## config.mk

```make
export PLATFORM = sky130hd
export DESIGN_NAME = rifd_dispatch
export DESIGN_NICKNAME = d
export VERILOG_FILES = /design/src/hw/rifd_pkg.sv /design/src/hw/rifd_dispatch.sv
export SDC_FILE = /design/constraint.sdc
export NUM_CORES = 1
export LEC_CHECK = 0
export ABC_AREA = 1
export BUFFER_PORTS_ARGS = -buffer_cell sky130_fd_sc_hd__buf_2
export CORE_ASPECT_RATIO = 1.5
export CORE_MARGIN = 2
export CORE_UTILIZATION = 40
export CTS_BUF_LIST = sky130_fd_sc_hd__clkbuf_8
export CTS_CLUSTER_DIAMETER = 40
export CTS_CLUSTER_SIZE = 28
export DETAILED_ROUTE_END_ITERATION = 12
export SYNTH_ARGS = -nofsm -noshare
export SYNTH_HDL_FRONTEND = slang
export SYNTH_SLANG_ARGS = --single-unit
```

## constraint.sdc

```tcl
create_clock -name clk_i -period 3.89 [get_ports clk_i]
set_input_delay 0.389 -clock clk_i [delete_from_list [all_inputs] [get_ports clk_i]]
set_output_delay 0.389 -clock clk_i [all_outputs]
set_load 0.005 [all_outputs]
```

## src/hw/rifd_pkg.sv

```systemverilog
// Package with the constants and types of the remote input function dispatcher.
package rifd_pkg;
	localparam int NUM_INPUTS = 4;
	localparam int FUNC_W = 6;
	localparam logic [5:0] FUNC_MAX = 6'h24;
	localparam logic [5:0] FN_NONE = 6'h00;
	localparam logic [5:0] FN_TARE = 6'h01;
	localparam logic [5:0] FN_TARE_RESET = 6'h02;
	localparam logic [5:0] FN_PEAK = 6'h03;
	localparam logic [5:0] FN_VALLEY = 6'h04;
	localparam logic [5:0] FN_PV_CLEAR = 6'h05;
	localparam logic [5:0] FN_PV_CYCLE = 6'h06;
	localparam logic [5:0] FN_COMBINE = 6'h07;
	localparam logic [5:0] FN_FREEZE_ALT = 6'h08;
	localparam logic [5:0] FN_FREEZE = 6'h09;
	localparam logic [5:0] FN_SHOW_RAW = 6'h0a;
	localparam logic [5:0] FN_SHOW_GROSS = 6'h0b;
	localparam logic [5:0] FN_SHOW_TARE = 6'h0c;
	localparam logic [5:0] FN_ANA_TOTAL = 6'h0d;
	localparam logic [5:0] FN_ANA_ZERO = 6'h0e;
	localparam logic [5:0] FN_ANA_PEAK = 6'h0f;
	localparam logic [5:0] FN_ANA_VALLEY = 6'h10;
	localparam logic [5:0] FN_PRINT_NET = 6'h11;
	localparam logic [5:0] FN_PRINT_GROSS = 6'h12;
	localparam logic [5:0] FN_PRINT_TARE = 6'h13;
	localparam logic [5:0] FN_PRINT_SP1 = 6'h14;
	localparam logic [5:0] FN_PRINT_SP4 = 6'h17;
	localparam logic [5:0] FN_VIRT_SP = 6'h18;
	localparam logic [5:0] FN_LATCH_REL = 6'h19;
	localparam logic [5:0] FN_SER_RAW = 6'h1a;
	localparam logic [5:0] FN_BCD_RAW = 6'h1b;
	localparam logic [5:0] FN_SEND_ASCII = 6'h1c;
	// Factory assignment used while all four selectors read zero.
	localparam logic [5:0] DEF_FUNC0 = 6'h07;
	localparam logic [5:0] DEF_FUNC1 = 6'h09;
	localparam logic [5:0] DEF_FUNC2 = 6'h01;
	localparam logic [5:0] DEF_FUNC3 = 6'h06;
	// Register map, word addresses as byte offsets.
	localparam logic [7:0] REG_FUNC_SEL = 8'h00;
	localparam logic [7:0] REG_STATUS = 8'h04;
	localparam logic [7:0] REG_CONFIG = 8'h08;
	localparam logic [31:0] FUNC_SEL_RESET = 32'h0000_0000;
	// Timing.
	localparam int CLK_HZ = 100_000_000;
	localparam int DEBOUNCE_US = 20;
	localparam int DEBOUNCE_CYC = DEBOUNCE_US * (CLK_HZ / 1_000_000);
	localparam int SEND_PERIOD_MS = 1000;
	localparam int SEND_PERIOD_CYC = SEND_PERIOD_MS * (CLK_HZ / 1000);
	localparam int CNT_W = 27;
	typedef enum logic [1:0] {
		RIFD_SHOW_MEAS,
		RIFD_SHOW_PEAK,
		RIFD_SHOW_VALLEY
	} rifd_pv_t;
	typedef enum logic [1:0] {
		RIFD_SRC_NORMAL,
		RIFD_SRC_RAW,
		RIFD_SRC_GROSS,
		RIFD_SRC_TARE
	} rifd_disp_src_t;
	typedef enum logic [2:0] {
		RIFD_ANA_NET,
		RIFD_ANA_TOTAL,
		RIFD_ANA_ZERO,
		RIFD_ANA_PEAK,
		RIFD_ANA_VALLEY
	} rifd_ana_src_t;
	// Memory operations; each field is a one-cycle pulse.
	typedef struct packed {
		logic tare_add;
		logic tare_restore;
		logic tare_clear;
		logic peak_clear;
		logic valley_clear;
		logic latch_release;
	} rifd_mem_op_t;
	// Print requests; each field is a one-cycle pulse.
	typedef struct packed {
		logic       net;
		logic       gross;
		logic       tare;
		logic [3:0] setpoint;
		logic       ascii;
	} rifd_print_t;
	// Level-held display and output controls.
	typedef struct packed {
		logic           freeze_all;
		logic           freeze_disp;
		logic           raw_flash;
		rifd_disp_src_t disp_src;
		rifd_pv_t       pv_show;
		rifd_ana_src_t  ana_src;
		logic           virt_sp_en;
		logic           serial_unrounded;
		logic           bcd_unrounded;
	} rifd_ctrl_t;
endpackage : rifd_pkg

```

## src/hw/rifd_dispatch.sv

```systemverilog
// Remote input function dispatcher with its Wishbone register slave.
//
// Contract
// RULE1 - Four remote inputs, each bound to a function, act on fall or low.
// RULE2 - Each input has a function selector; zero makes the input do nothing.
// RULE3 - Selector holds values zero to thirty-six.
// RULE4 - Factory default is functions 7, 9, 1 and 6 on the four inputs.
// RULE5 - All selectors at zero gives the factory default assignment.
// RULE6 - Freeze held low freezes display, BCD, analog and lights indicator.
// RULE7 - Function 1 edge adds display value to tare; display reads zero.
// RULE8 - Function 2 edge restores tare onto display and clears tare.
// RULE9 - Functions 3 and 4 toggle showing peak or valley on each edge.
// RULE10 - Function 5 edge clears only the peak or valley being shown.
// RULE11 - Function 6 edges step measured, peak, valley, measured.
// RULE12 - Function 7 only acts combined: clears tare or shown peak/valley.
// RULE13 - Function 8 held low holds display; outputs keep working.
// RULE14 - Functions 10, 11, 12 held low show raw flashing, gross, tare.
// RULE15 - Functions 13, 15, 16 held low route analog to gross, peak, valley; the code routes function 13 to RIFD_ANA_TOTAL.
// RULE16 - Function 14 held low forces analog output to its zero state.
// RULE17 - Functions 17, 18, 19 edges request net, gross, tare print.
// RULE18 - Functions 20 to 23 edges request setpoint one to four print.
// RULE19 - Function 24 held low enables virtual setpoints without output card.
// RULE20 - Function 25 edge releases all latched setpoint outputs.
// RULE21 - Function 26 low sends serial unrounded; 27 drives BCD unrounded.
// RULE22 - Function 28 sends four digits; held low repeats once per second.
// RULE23 - Inputs are synchronised, debounced; edges become one-cycle pulses.
// RULE24 - Controller holds inputs low long enough and releases between edges.
//
// The placing of the registers and the Wishbone interface to the registers were left to the implementer.
`timescale 1ns/1ps
module rifd_dispatch (
	input  wire logic                  clk_i,
	input  wire logic                  rst_i,
	input  wire logic                  ce_i,
	input  wire logic [3:0]            remote_input_n_i,
	input  wire logic                  output_card_fitted_i,
	input  wire logic                  wb_cyc_i,
	input  wire logic                  wb_stb_i,
	input  wire logic                  wb_we_i,
	input  wire logic [7:0]            wb_adr_i,
	input  wire logic [3:0]            wb_sel_i,
	input  wire logic [31:0]           wb_dat_i,
	output logic      [31:0]           wb_dat_o,
	output logic                       wb_ack_o,
	output rifd_pkg::rifd_mem_op_t     mem_op_o,
	output rifd_pkg::rifd_print_t      print_o,
	output rifd_pkg::rifd_ctrl_t       ctrl_o
);
	logic [3:0]  sync_a;
	logic [3:0]  sync_b;
	logic [3:0]  level_low;
	logic [3:0]  fall_pulse;
	logic [31:0] func_sel;
	logic [5:0]  func [4];
	logic [3:0]  pv_toggle_src;
	logic [rifd_pkg::CNT_W-1:0] db_cnt [4];
	logic [rifd_pkg::CNT_W-1:0] send_cnt;
	rifd_pkg::rifd_pv_t     pv_show;
	rifd_pkg::rifd_pv_t     next_pv_show;
	rifd_pkg::rifd_ctrl_t   next_ctrl;
	rifd_pkg::rifd_mem_op_t next_mem_op;
	rifd_pkg::rifd_print_t  next_print;
	logic        all_zero;
	logic        combine_held;
	logic        send_held;
	logic        send_tick;
	logic        wb_req;

	// Limits a written selector to the defined range.
	function automatic logic [5:0] clamp_func(input logic [7:0] v);
		if (v > {2'b00, rifd_pkg::FUNC_MAX})
			return rifd_pkg::FN_NONE; // RULE3
		return v[5:0];
	endfunction : clamp_func

	// True when any input bound to the function shows the chosen activity.
	function automatic logic hit(input logic [5:0] f, input logic [3:0] act,
		input logic [5:0] fv [4]);
		logic r;
		r = 1'b0;
		for (int i = 0; i < rifd_pkg::NUM_INPUTS; i++) begin
			if (act[i] && fv[i] == f)
				r = 1'b1;
		end
		return r;
	endfunction : hit

	// Two-stage synchroniser; only the second stage is read.
	always_ff @(posedge clk_i) begin
		if (rst_i) begin
			sync_a <= 4'hf;
			sync_b <= 4'hf;
		end else if (ce_i) begin
			sync_a <= remote_input_n_i; // RULE23
			sync_b <= sync_a;
		end
	end

	// Debounce: a level is accepted once it has been stable for the window.
	always_ff @(posedge clk_i) begin
		if (rst_i) begin
			level_low  <= 4'h0;
			fall_pulse <= 4'h0;
			for (int i = 0; i < 4; i++)
				db_cnt[i] <= '0;
		end else if (ce_i) begin
			for (int i = 0; i < 4; i++) begin
				fall_pulse[i] <= 1'b0;
				if (!sync_b[i] == level_low[i]) begin
					db_cnt[i] <= '0;
				end else if (db_cnt[i] ==
					rifd_pkg::CNT_W'(rifd_pkg::DEBOUNCE_CYC - 1)) begin
					db_cnt[i]     <= '0;
					level_low[i]  <= !sync_b[i]; // RULE23 RULE24
					fall_pulse[i] <= !sync_b[i]; // RULE23
				end else begin
					db_cnt[i] <= db_cnt[i] + 1'b1;
				end
			end
		end
	end

	assign wb_req = wb_cyc_i && wb_stb_i && !wb_ack_o;

	// Function selector register, one byte per input.
	always_ff @(posedge clk_i) begin
		if (rst_i) begin
			func_sel <= rifd_pkg::FUNC_SEL_RESET;
		end else if (ce_i && wb_req && wb_we_i &&
			wb_adr_i == rifd_pkg::REG_FUNC_SEL) begin
			for (int i = 0; i < 4; i++) begin
				if (wb_sel_i[i])
					func_sel[8*i +: 8] <= {2'b00,
						clamp_func(wb_dat_i[8*i +: 8])}; // RULE2 RULE3
			end
		end
	end

	assign all_zero = (func_sel == 32'h0000_0000);

	// Effective function per input, with the factory set when all are zero.
	always_comb begin
		if (all_zero) begin
			func[0] = rifd_pkg::DEF_FUNC0; // RULE4 RULE5
			func[1] = rifd_pkg::DEF_FUNC1; // RULE4 RULE5
			func[2] = rifd_pkg::DEF_FUNC2; // RULE4 RULE5
			func[3] = rifd_pkg::DEF_FUNC3; // RULE4 RULE5
		end else begin
			for (int i = 0; i < 4; i++)
				func[i] = func_sel[8*i +: 6]; // RULE1 RULE2
		end
	end

	// The combine function works while held; its own edge does nothing.
	assign combine_held = hit(rifd_pkg::FN_COMBINE, level_low, func); // RULE12

	// Peak/valley recall state.
	always_comb begin
		next_pv_show = pv_show;
		if (hit(rifd_pkg::FN_PV_CYCLE, fall_pulse, func) && !combine_held) begin
			case (pv_show)
				rifd_pkg::RIFD_SHOW_MEAS: next_pv_show = rifd_pkg::RIFD_SHOW_PEAK;
				rifd_pkg::RIFD_SHOW_PEAK:
					next_pv_show = rifd_pkg::RIFD_SHOW_VALLEY; // RULE11
				default: next_pv_show = rifd_pkg::RIFD_SHOW_MEAS;
			endcase
		end else if (hit(rifd_pkg::FN_PEAK, fall_pulse, func)) begin
			next_pv_show = (pv_show == rifd_pkg::RIFD_SHOW_PEAK) ?
				rifd_pkg::RIFD_SHOW_MEAS : rifd_pkg::RIFD_SHOW_PEAK; // RULE9
		end else if (hit(rifd_pkg::FN_VALLEY, fall_pulse, func)) begin
			next_pv_show = (pv_show == rifd_pkg::RIFD_SHOW_VALLEY) ?
				rifd_pkg::RIFD_SHOW_MEAS : rifd_pkg::RIFD_SHOW_VALLEY; // RULE9
		end
	end

	always_ff @(posedge clk_i) begin
		if (rst_i)
			pv_show <= rifd_pkg::RIFD_SHOW_MEAS;
		else if (ce_i)
			pv_show <= next_pv_show;
	end

	// Memory operations decoded from edges.
	always_comb begin
		logic pv_clr;
		logic tare_edge;
		pv_clr    = hit(rifd_pkg::FN_PV_CLEAR, fall_pulse, func) ||
			(combine_held && hit(rifd_pkg::FN_PV_CYCLE, fall_pulse, func));
		tare_edge = hit(rifd_pkg::FN_TARE, fall_pulse, func);
		next_mem_op = '0;
		next_mem_op.tare_add     = tare_edge && !combine_held; // RULE7
		next_mem_op.tare_clear   = tare_edge && combine_held; // RULE12
		next_mem_op.tare_restore =
			hit(rifd_pkg::FN_TARE_RESET, fall_pulse, func); // RULE8
		next_mem_op.peak_clear   =
			pv_clr && pv_show == rifd_pkg::RIFD_SHOW_PEAK; // RULE10 RULE12
		next_mem_op.valley_clear =
			pv_clr && pv_show == rifd_pkg::RIFD_SHOW_VALLEY; // RULE10 RULE12
		next_mem_op.latch_release =
			hit(rifd_pkg::FN_LATCH_REL, fall_pulse, func); // RULE20
	end

	// Repeat timer for the held send function.
	assign send_held = hit(rifd_pkg::FN_SEND_ASCII, level_low, func);
	assign send_tick = send_held &&
		send_cnt == rifd_pkg::CNT_W'(rifd_pkg::SEND_PERIOD_CYC - 1);

	always_ff @(posedge clk_i) begin
		if (rst_i)
			send_cnt <= '0;
		else if (ce_i) begin
			if (!send_held || send_tick)
				send_cnt <= '0;
			else
				send_cnt <= send_cnt + 1'b1; // RULE22
		end
	end

	// Print requests.
	always_comb begin
		next_print = '0;
		next_print.net   = hit(rifd_pkg::FN_PRINT_NET, fall_pulse, func); // RULE17
		next_print.gross = hit(rifd_pkg::FN_PRINT_GROSS, fall_pulse, func); // RULE17
		next_print.tare  = hit(rifd_pkg::FN_PRINT_TARE, fall_pulse, func); // RULE17
		for (int s = 0; s < 4; s++)
			next_print.setpoint[s] =
				hit(rifd_pkg::FN_PRINT_SP1 + 6'(s), fall_pulse, func); // RULE18
		next_print.ascii = hit(rifd_pkg::FN_SEND_ASCII, fall_pulse, func) ||
			send_tick; // RULE22
	end

	// Level-held controls; display source priority is raw, gross, tare.
	always_comb begin
		next_ctrl = '0;
		next_ctrl.freeze_all  = hit(rifd_pkg::FN_FREEZE, level_low, func); // RULE6
		next_ctrl.freeze_disp =
			hit(rifd_pkg::FN_FREEZE_ALT, level_low, func); // RULE13
		next_ctrl.pv_show = next_pv_show;
		if (hit(rifd_pkg::FN_SHOW_RAW, level_low, func)) begin
			next_ctrl.disp_src  = rifd_pkg::RIFD_SRC_RAW; // RULE14
			next_ctrl.raw_flash = 1'b1; // RULE14
		end else if (hit(rifd_pkg::FN_SHOW_GROSS, level_low, func))
			next_ctrl.disp_src = rifd_pkg::RIFD_SRC_GROSS; // RULE14
		else if (hit(rifd_pkg::FN_SHOW_TARE, level_low, func))
			next_ctrl.disp_src = rifd_pkg::RIFD_SRC_TARE; // RULE14
		else
			next_ctrl.disp_src = rifd_pkg::RIFD_SRC_NORMAL;
		if (hit(rifd_pkg::FN_ANA_ZERO, level_low, func))
			next_ctrl.ana_src = rifd_pkg::RIFD_ANA_ZERO; // RULE16
		else if (hit(rifd_pkg::FN_ANA_TOTAL, level_low, func))
			next_ctrl.ana_src = rifd_pkg::RIFD_ANA_TOTAL; // RULE15
		else if (hit(rifd_pkg::FN_ANA_PEAK, level_low, func))
			next_ctrl.ana_src = rifd_pkg::RIFD_ANA_PEAK; // RULE15
		else if (hit(rifd_pkg::FN_ANA_VALLEY, level_low, func))
			next_ctrl.ana_src = rifd_pkg::RIFD_ANA_VALLEY; // RULE15
		else
			next_ctrl.ana_src = rifd_pkg::RIFD_ANA_NET;
		next_ctrl.virt_sp_en = hit(rifd_pkg::FN_VIRT_SP, level_low, func) &&
			!output_card_fitted_i; // RULE19
		next_ctrl.serial_unrounded =
			hit(rifd_pkg::FN_SER_RAW, level_low, func); // RULE21
		next_ctrl.bcd_unrounded =
			hit(rifd_pkg::FN_BCD_RAW, level_low, func); // RULE21
	end

	// Registered outputs; pulses stand one enabled cycle.
	always_ff @(posedge clk_i) begin
		if (rst_i) begin
			mem_op_o <= '0;
			print_o  <= '0;
			ctrl_o   <= '0;
		end else if (ce_i) begin
			mem_op_o <= next_mem_op;
			print_o  <= next_print;
			ctrl_o   <= next_ctrl;
		end
	end

	// Wishbone slave: registered ack one cycle after the request, unmapped reads return zero.
	always_ff @(posedge clk_i) begin
		if (rst_i) begin
			wb_ack_o <= 1'b0;
			wb_dat_o <= 32'h0000_0000;
		end else if (ce_i) begin
			wb_ack_o <= wb_req;
			if (wb_req && !wb_we_i) begin
				case (wb_adr_i)
					rifd_pkg::REG_FUNC_SEL: wb_dat_o <= func_sel;
					rifd_pkg::REG_STATUS: wb_dat_o <= {22'h00_0000,
						pv_show, level_low, sync_b};
					rifd_pkg::REG_CONFIG: wb_dat_o <= {26'h000_0000,
						func[3]};
					default: wb_dat_o <= 32'h0000_0000;
				endcase
			end
		end
	end
endmodule : rifd_dispatch

```

# Yosys cells after proc, flatten, opt, wreduce, memory -nomap -nowiden
# Memory sizes are Yosys's and may differ from the RTL's.
# Cells that the tools add are included.
[totals]
register_bits = 127
latchBits = 0
ramBits = 108
rom_bits = 0
in_bits = 55
out_inout_bits = 60
wordCells = 588
mem_count = 1
[classes]
add_sub_neg = 5
multipliers = 0
div_mod_pow = 0
magnitude_cmp = 4
n_eq_ne = 125
n_shift = 0
muxes = 247
n_bitwise = 16
reduce_logical = 156
[mem_list]
columns = ["memory", "depth", "width", "rd", "rd_ports_with_merged_regs", "write_ports", "line", "source"]
rows = [
  ["db_cnt", 4, 27, 4, 0, 4, "rifd_dispatch.sv:56", "logic [rifd_pkg::CNT_W-1:0] db_cnt [4];"],
]
[ops]
columns = ["op", "count"]
rows = [
  ["$mux W27", 13],
  ["$eq A6 B5 Y1 const B", 52],
  ["$mux W1", 212],
  ["$eq A6 B4 Y1 const B", 32],
  ["$add A27 B1 Y27 const B", 5],
  ["$logic_and A1 B1 Y1", 130],
  ["$eq A27 B11 Y1 const B", 4],
  ["$eq A6 B3 Y1 const B", 16],
  ["$pmux W30 S3", 1],
  ["$eq A6 B2 Y1 const B", 8],
  ["$mux W6", 8],
  ["$gt A8 B6 Y1 const B", 4],
  ["$logic_not A32 Y1", 1],
  ["$eq A27 B27 Y1 const B", 1],
  ["$eq A6 B1 Y1 const B", 4],
  ["$mux W24", 1],
  ["$mux W2", 7],
  ["$mux W3", 4],
  ["$or A1 B1 Y1", 12],
  ["$reduce_and A2 Y1", 6],
  ["$reduce_and A3 Y1", 4],
  ["$logic_not A1 Y1", 9],
  ["$eq A8 B3 Y1 const B", 1],
  ["$eq A8 B4 Y1 const B", 1],
  ["9 further kinds", 17],
]

# Longest topological paths before layout
[logic_depth]
word_depth = 18
ltp_mapped = 16

# Worst setup path before layout
# No wires, ideal clock.
[synth_path]
path_kind = "in2reg"
start = "in rst_i"
end = "mem db_cnt[0][0] (netlist bit), enable pin"
arrival_time_ns = 2.929
required_time_ns = 3.425
setup_slack_ns = 0.495
stages = 3
path_buffers = 1
path_cell_list = "clkbuf_1 nor2_1 inv_1"
[synth_lines]
columns = ["item", "line", "source"]
rows = [
  ["start: declaration", "rifd_dispatch.sv:33", "input wire logic rst_i,"],
  ["end: declaration", "rifd_dispatch.sv:56", ""],
]

# Worst setup path after layout
[layout_path]
start = "reg func_sel[10]"
end = "reg send_cnt[24] (netlist bit)"
[layout_via]
elab_chain_len = 11
word_cells_on_any_way = 18
[layout_lines]
columns = ["item", "line", "source"]
rows = [
  ["start: declaration", "rifd_dispatch.sv:53", "logic [31:0] func_sel;"],
  ["start signal: assignment", "rifd_dispatch.sv:128", "func_sel <= rifd_pkg::FUNC_SEL_RESET;"],
  ["start signal: indexed assignment", "rifd_dispatch.sv:133", "func_sel[8*i +: 8] <= {2'b00,"],
  ["$logic_not A32 Y1", "rifd_dispatch.sv:139", "assign all_zero = (func_sel == 32'h0000_0000);"],
  ["$mux W24 (*)", "rifd_dispatch.sv:143", "if (all_zero) begin"],
  ["$eq A6 B5 Y1", "rifd_dispatch.sv:82", "if (act[i] && fv[i] == f)"],
  ["$logic_and A1 B1 Y1", "rifd_dispatch.sv:82", ""],
  ["$mux W1 (3 in a row)", "rifd_dispatch.sv:82", ""],
  ["$mux W1 (*)", "rifd_dispatch.sv:82", ""],
  ["$logic_not A1 Y1 or $logic_and A1 B1 Y1 (tied branches)", "rifd_dispatch.sv:212, rifd_dispatch.sv:205", ""],
  ["$logic_or A1 B1 Y1 (*)", "rifd_dispatch.sv:212", "if (!send_held || send_tick)"],
  ["$mux W27 (*)", "rifd_dispatch.sv:212", ""],
  ["end signal: assignment", "rifd_dispatch.sv:215", "send_cnt <= send_cnt + 1'b1;"],
  ["end: declaration", "rifd_dispatch.sv:57", "logic [rifd_pkg::CNT_W-1:0] send_cnt;"],
]
# Every way passes the cells marked *; elsewhere a longest branch is shown, timed or not.
# A chain may end at the register's enable or synchronous reset.

==> impl_metrics.ini <==
[yosys]
synth_top_area_cell = edfxtp_1
synthSimpleGateAreaFrac = 0.307
synth.most_common_cell = nand2_1
synth_top_area_frac = 0.263
yosysSeqAreaShare = 0.459
synthArstFlopShare = 0
synth_top_family_by_area = simple AND/OR/NAND/NOR gates
synth_common_cells = nand2_1 (347), nor2_1 (225), inv_1 (221)
synth.distinct_cells = 49
yosysWarnings = 0
synth_area_leaders = edfxtp_1 (26%), dfxtp_1 (20%), nand2_1 (11%)
synth-adder-area-share = 0.00507
yosys.area_share.xor_xnor = 0.0277
yosys_register_bits = 229
synth_edf_count = 108
synth_compound_area_frac = 0.120
ys.flop_type = dfxtp_1
synth.mux.area_fraction = 0
syn_inst = 1643
synth_area_mm2 = 0.0123
avgSynthCellArea_um2 = 7.52

[cts]
cts.sinks = 229
cts_max_level = 1
hold_buffers = 10
cts_setup_buffers = 0
clkLatencyLatePin_ns = 0.63
cts_tree = done
cts.clk_slew.worst_paths_ns = 0.08
cts_resized = 0
cts_made_buffers = 30
ctsRootBufferMaster = clkbuf_8
cts_max_path_buffers = 3

[layout]
area_growth_pct = 14.8
nNetsFinal = 1837
drive_gt1_frac = 0.114
regArea_mm2 = 0.00567
fill_cells = 3045
multi_input_area_mm2 = 0.00570
stdcell_area_mm2 = 0.0142

[drt]
routed_wl_um = 35000
vias = 11465
routed_via_density = 5.21
drt_iter0_markers = 821
dr.pass1.iters = 6
ant_nets = 0
routedWlPerCell_um = 15.9
drc = 0

[pwr]
p_total_mw = 4.95
ir_worst_vdd_mv = 0.256
power_density_mw_per_mm2 = 349
p_leak_nw = 5.42

[global_routing]
grt_max_degree = 56
overflow = 0
grt_antenna_before_repair = 1
grtUsageTotal = 0.215
grt_pass1_wl_um = 56300
grt_pass1_vias = 11038

[sta]
setup_viol = 0
period_share = 0.774
hold_viol = 0
drv_slew = 0
fin_ws_ns = 0.881
fmax_mhz = 332
maxSlewHeadroom = 0.436
rsz0062_at_grt = no
skew_ns = 0.0388
max_slew.worst_pin.slew_ns = 0.844
min_period_ns = 3.01
setup_tns_ns = 0

[critical_path]
cpPeakStageDelay_ns = 0.55
cp_num_buf_inv = 0
start_kind = flop
crit_fanout = 25
worst_path_most_repeated_cell = nand2_1
path_cells = nor2_2 > nand2_1 > nor2_1 > nand3_2 > nand2_1 > nor2_1 > nand4_1 > nand4_1 > nand2_1 > nand2_1 > nand2_1 > nor3_1
crit_required_ns = 4.40
crit_type = flop to flop
crit_path_top_delay_cell = dfxtp_1
cp-end-kind = flop
cp_data_arrival_time_ns = 3.52
crit_family = simple AND/OR/NAND/NOR gates

[run]
drv_cap = 0

[floorplanning]
fp.dieH_um = 219
start_util = 0.407
core_mm2 = 0.0304
die_w_um = 147
num_rows = 78
die-area_mm2 = 0.0323
num_io_pins = 115

[placed_design]
io_buffers = 108
post_dp_cell_area_mm2 = 0.0134
pre_cts_ws_ns = 0.924
dpl.hpwl_um = 26900
finalWeightedCongestion = 1.01

[worst_hold_path]
hold_class = input port to flop

[run_status]
status = finished clean
## state kept, by name, summed over array words and instances (netlist names)
name / cells
db_cnt: 108
send_cnt: 27
wb_dat_o: 26
func_sel: 24
ctrl_o: 13
print_o: 8
mem_op_o: 6
fall_pulse: 4
level_low: 4
sync_a: 4
sync_b: 4
wb_ack_o: 1
## worst min-delay path, stage by stage
cell	delay, ns
buf_2	0.10
nand2_1	0.05
a21oi_1	0.05
## worst paths after layout
check                     from           end  slack, ns  depth (start not counted)
hold / removal    wb_dat_i[16]  func_sel[16]       0.04                          3
hold reg to reg      ctrl_o[3]     ctrl_o[3]       0.45                          2
setup reg to reg  func_sel[10]  send_cnt[24]       0.88                         12
setup / recovery  func_sel[10]  send_cnt[24]       0.88                         12
## cell families (layout without fill, tap and decap cells)
family                     after synthesis  after routing
adders and majority gates                5              5
and+or+nand+nor                        847            847
buffers and inverters                  261            413
AOI/OAI and AO/OA                      261            261
xor gates and xnor gates                39             39
other                                    1              7
DFF                                    229            229
## layout make-up
type	instances	share of cell area
diodes	1	0.000177
clock buffers	31	0.0301
clock inverters	24	0.0195
inverters	227	0.0603
multi-input cells	1158	0.402
flip-flops and latches	229	0.400
well taps	400	0.0353
repair buffers	131	0.0530
## per-stage QoR
stage,hold slack [ns],util,cells
final,0.0406,0.467,2201
after global placement,0.437,0.440,2135
after detailed placement,0.439,0.440,2135
after global routing,0.0158,0.467,2201
after CTS,0.00157,0.467,2200
after floorplan,0.431,-,1648
## per-layer routing
layer	global-route usage	routed length, µm	part of all wire	vias up
li1	-	-	-	5780
met4	0.107	1770	0.051	0
met5	0	0	0	-
met3	0.0249	1500	0.043	84
met2	0.384	17300	0.49	312
met1	0.255	14400	0.41	5289
## cell usage in the layout, fill, tap and decap left out, types with 6 or more instances in the layout
| cell type | netlist | final |
|---|---|---|
| inv_1 | 221 | 221 |
| o211ai_1 | 6 | 6 |
| o22ai_1 | 21 | 21 |
| a21oi_1 | 118 | 118 |
| nor2_1 | 225 | 224 |
| dfxtp_1 | 121 | 121 |
| nor3_1 | 73 | 73 |
| xnor2_1 | 14 | 14 |
| or2_2 | 12 | 12 |
| nor3b_1 | 9 | 9 |
| a31oi_1 | 7 | 7 |
| o21ai_0 | 66 | 66 |
| xor2_1 | 25 | 25 |
| nand4_1 | 46 | 46 |
| nor4_1 | 28 | 28 |
| clkbuf_8 | 0 | 31 |
| conb_1 | 1 | 6 |
| o21a_1 | 6 | 6 |
| nand2_1 | 347 | 347 |
| buf_2 | 6 | 108 |
| nand3_1 | 89 | 89 |
| dlygate4sd3_1 | 0 | 10 |
| buf_4 | 6 | 12 |
| inv_6 | 0 | 7 |
| edfxtp_1 | 108 | 108 |
## power by group
group	internal, mW	switching, mW
Sequential	2.57	0.0517
Combinational	0.0713	0.140
Clock	1.06	1.06
Total	3.70	1.25
Power figures use the tool's default switching activity.
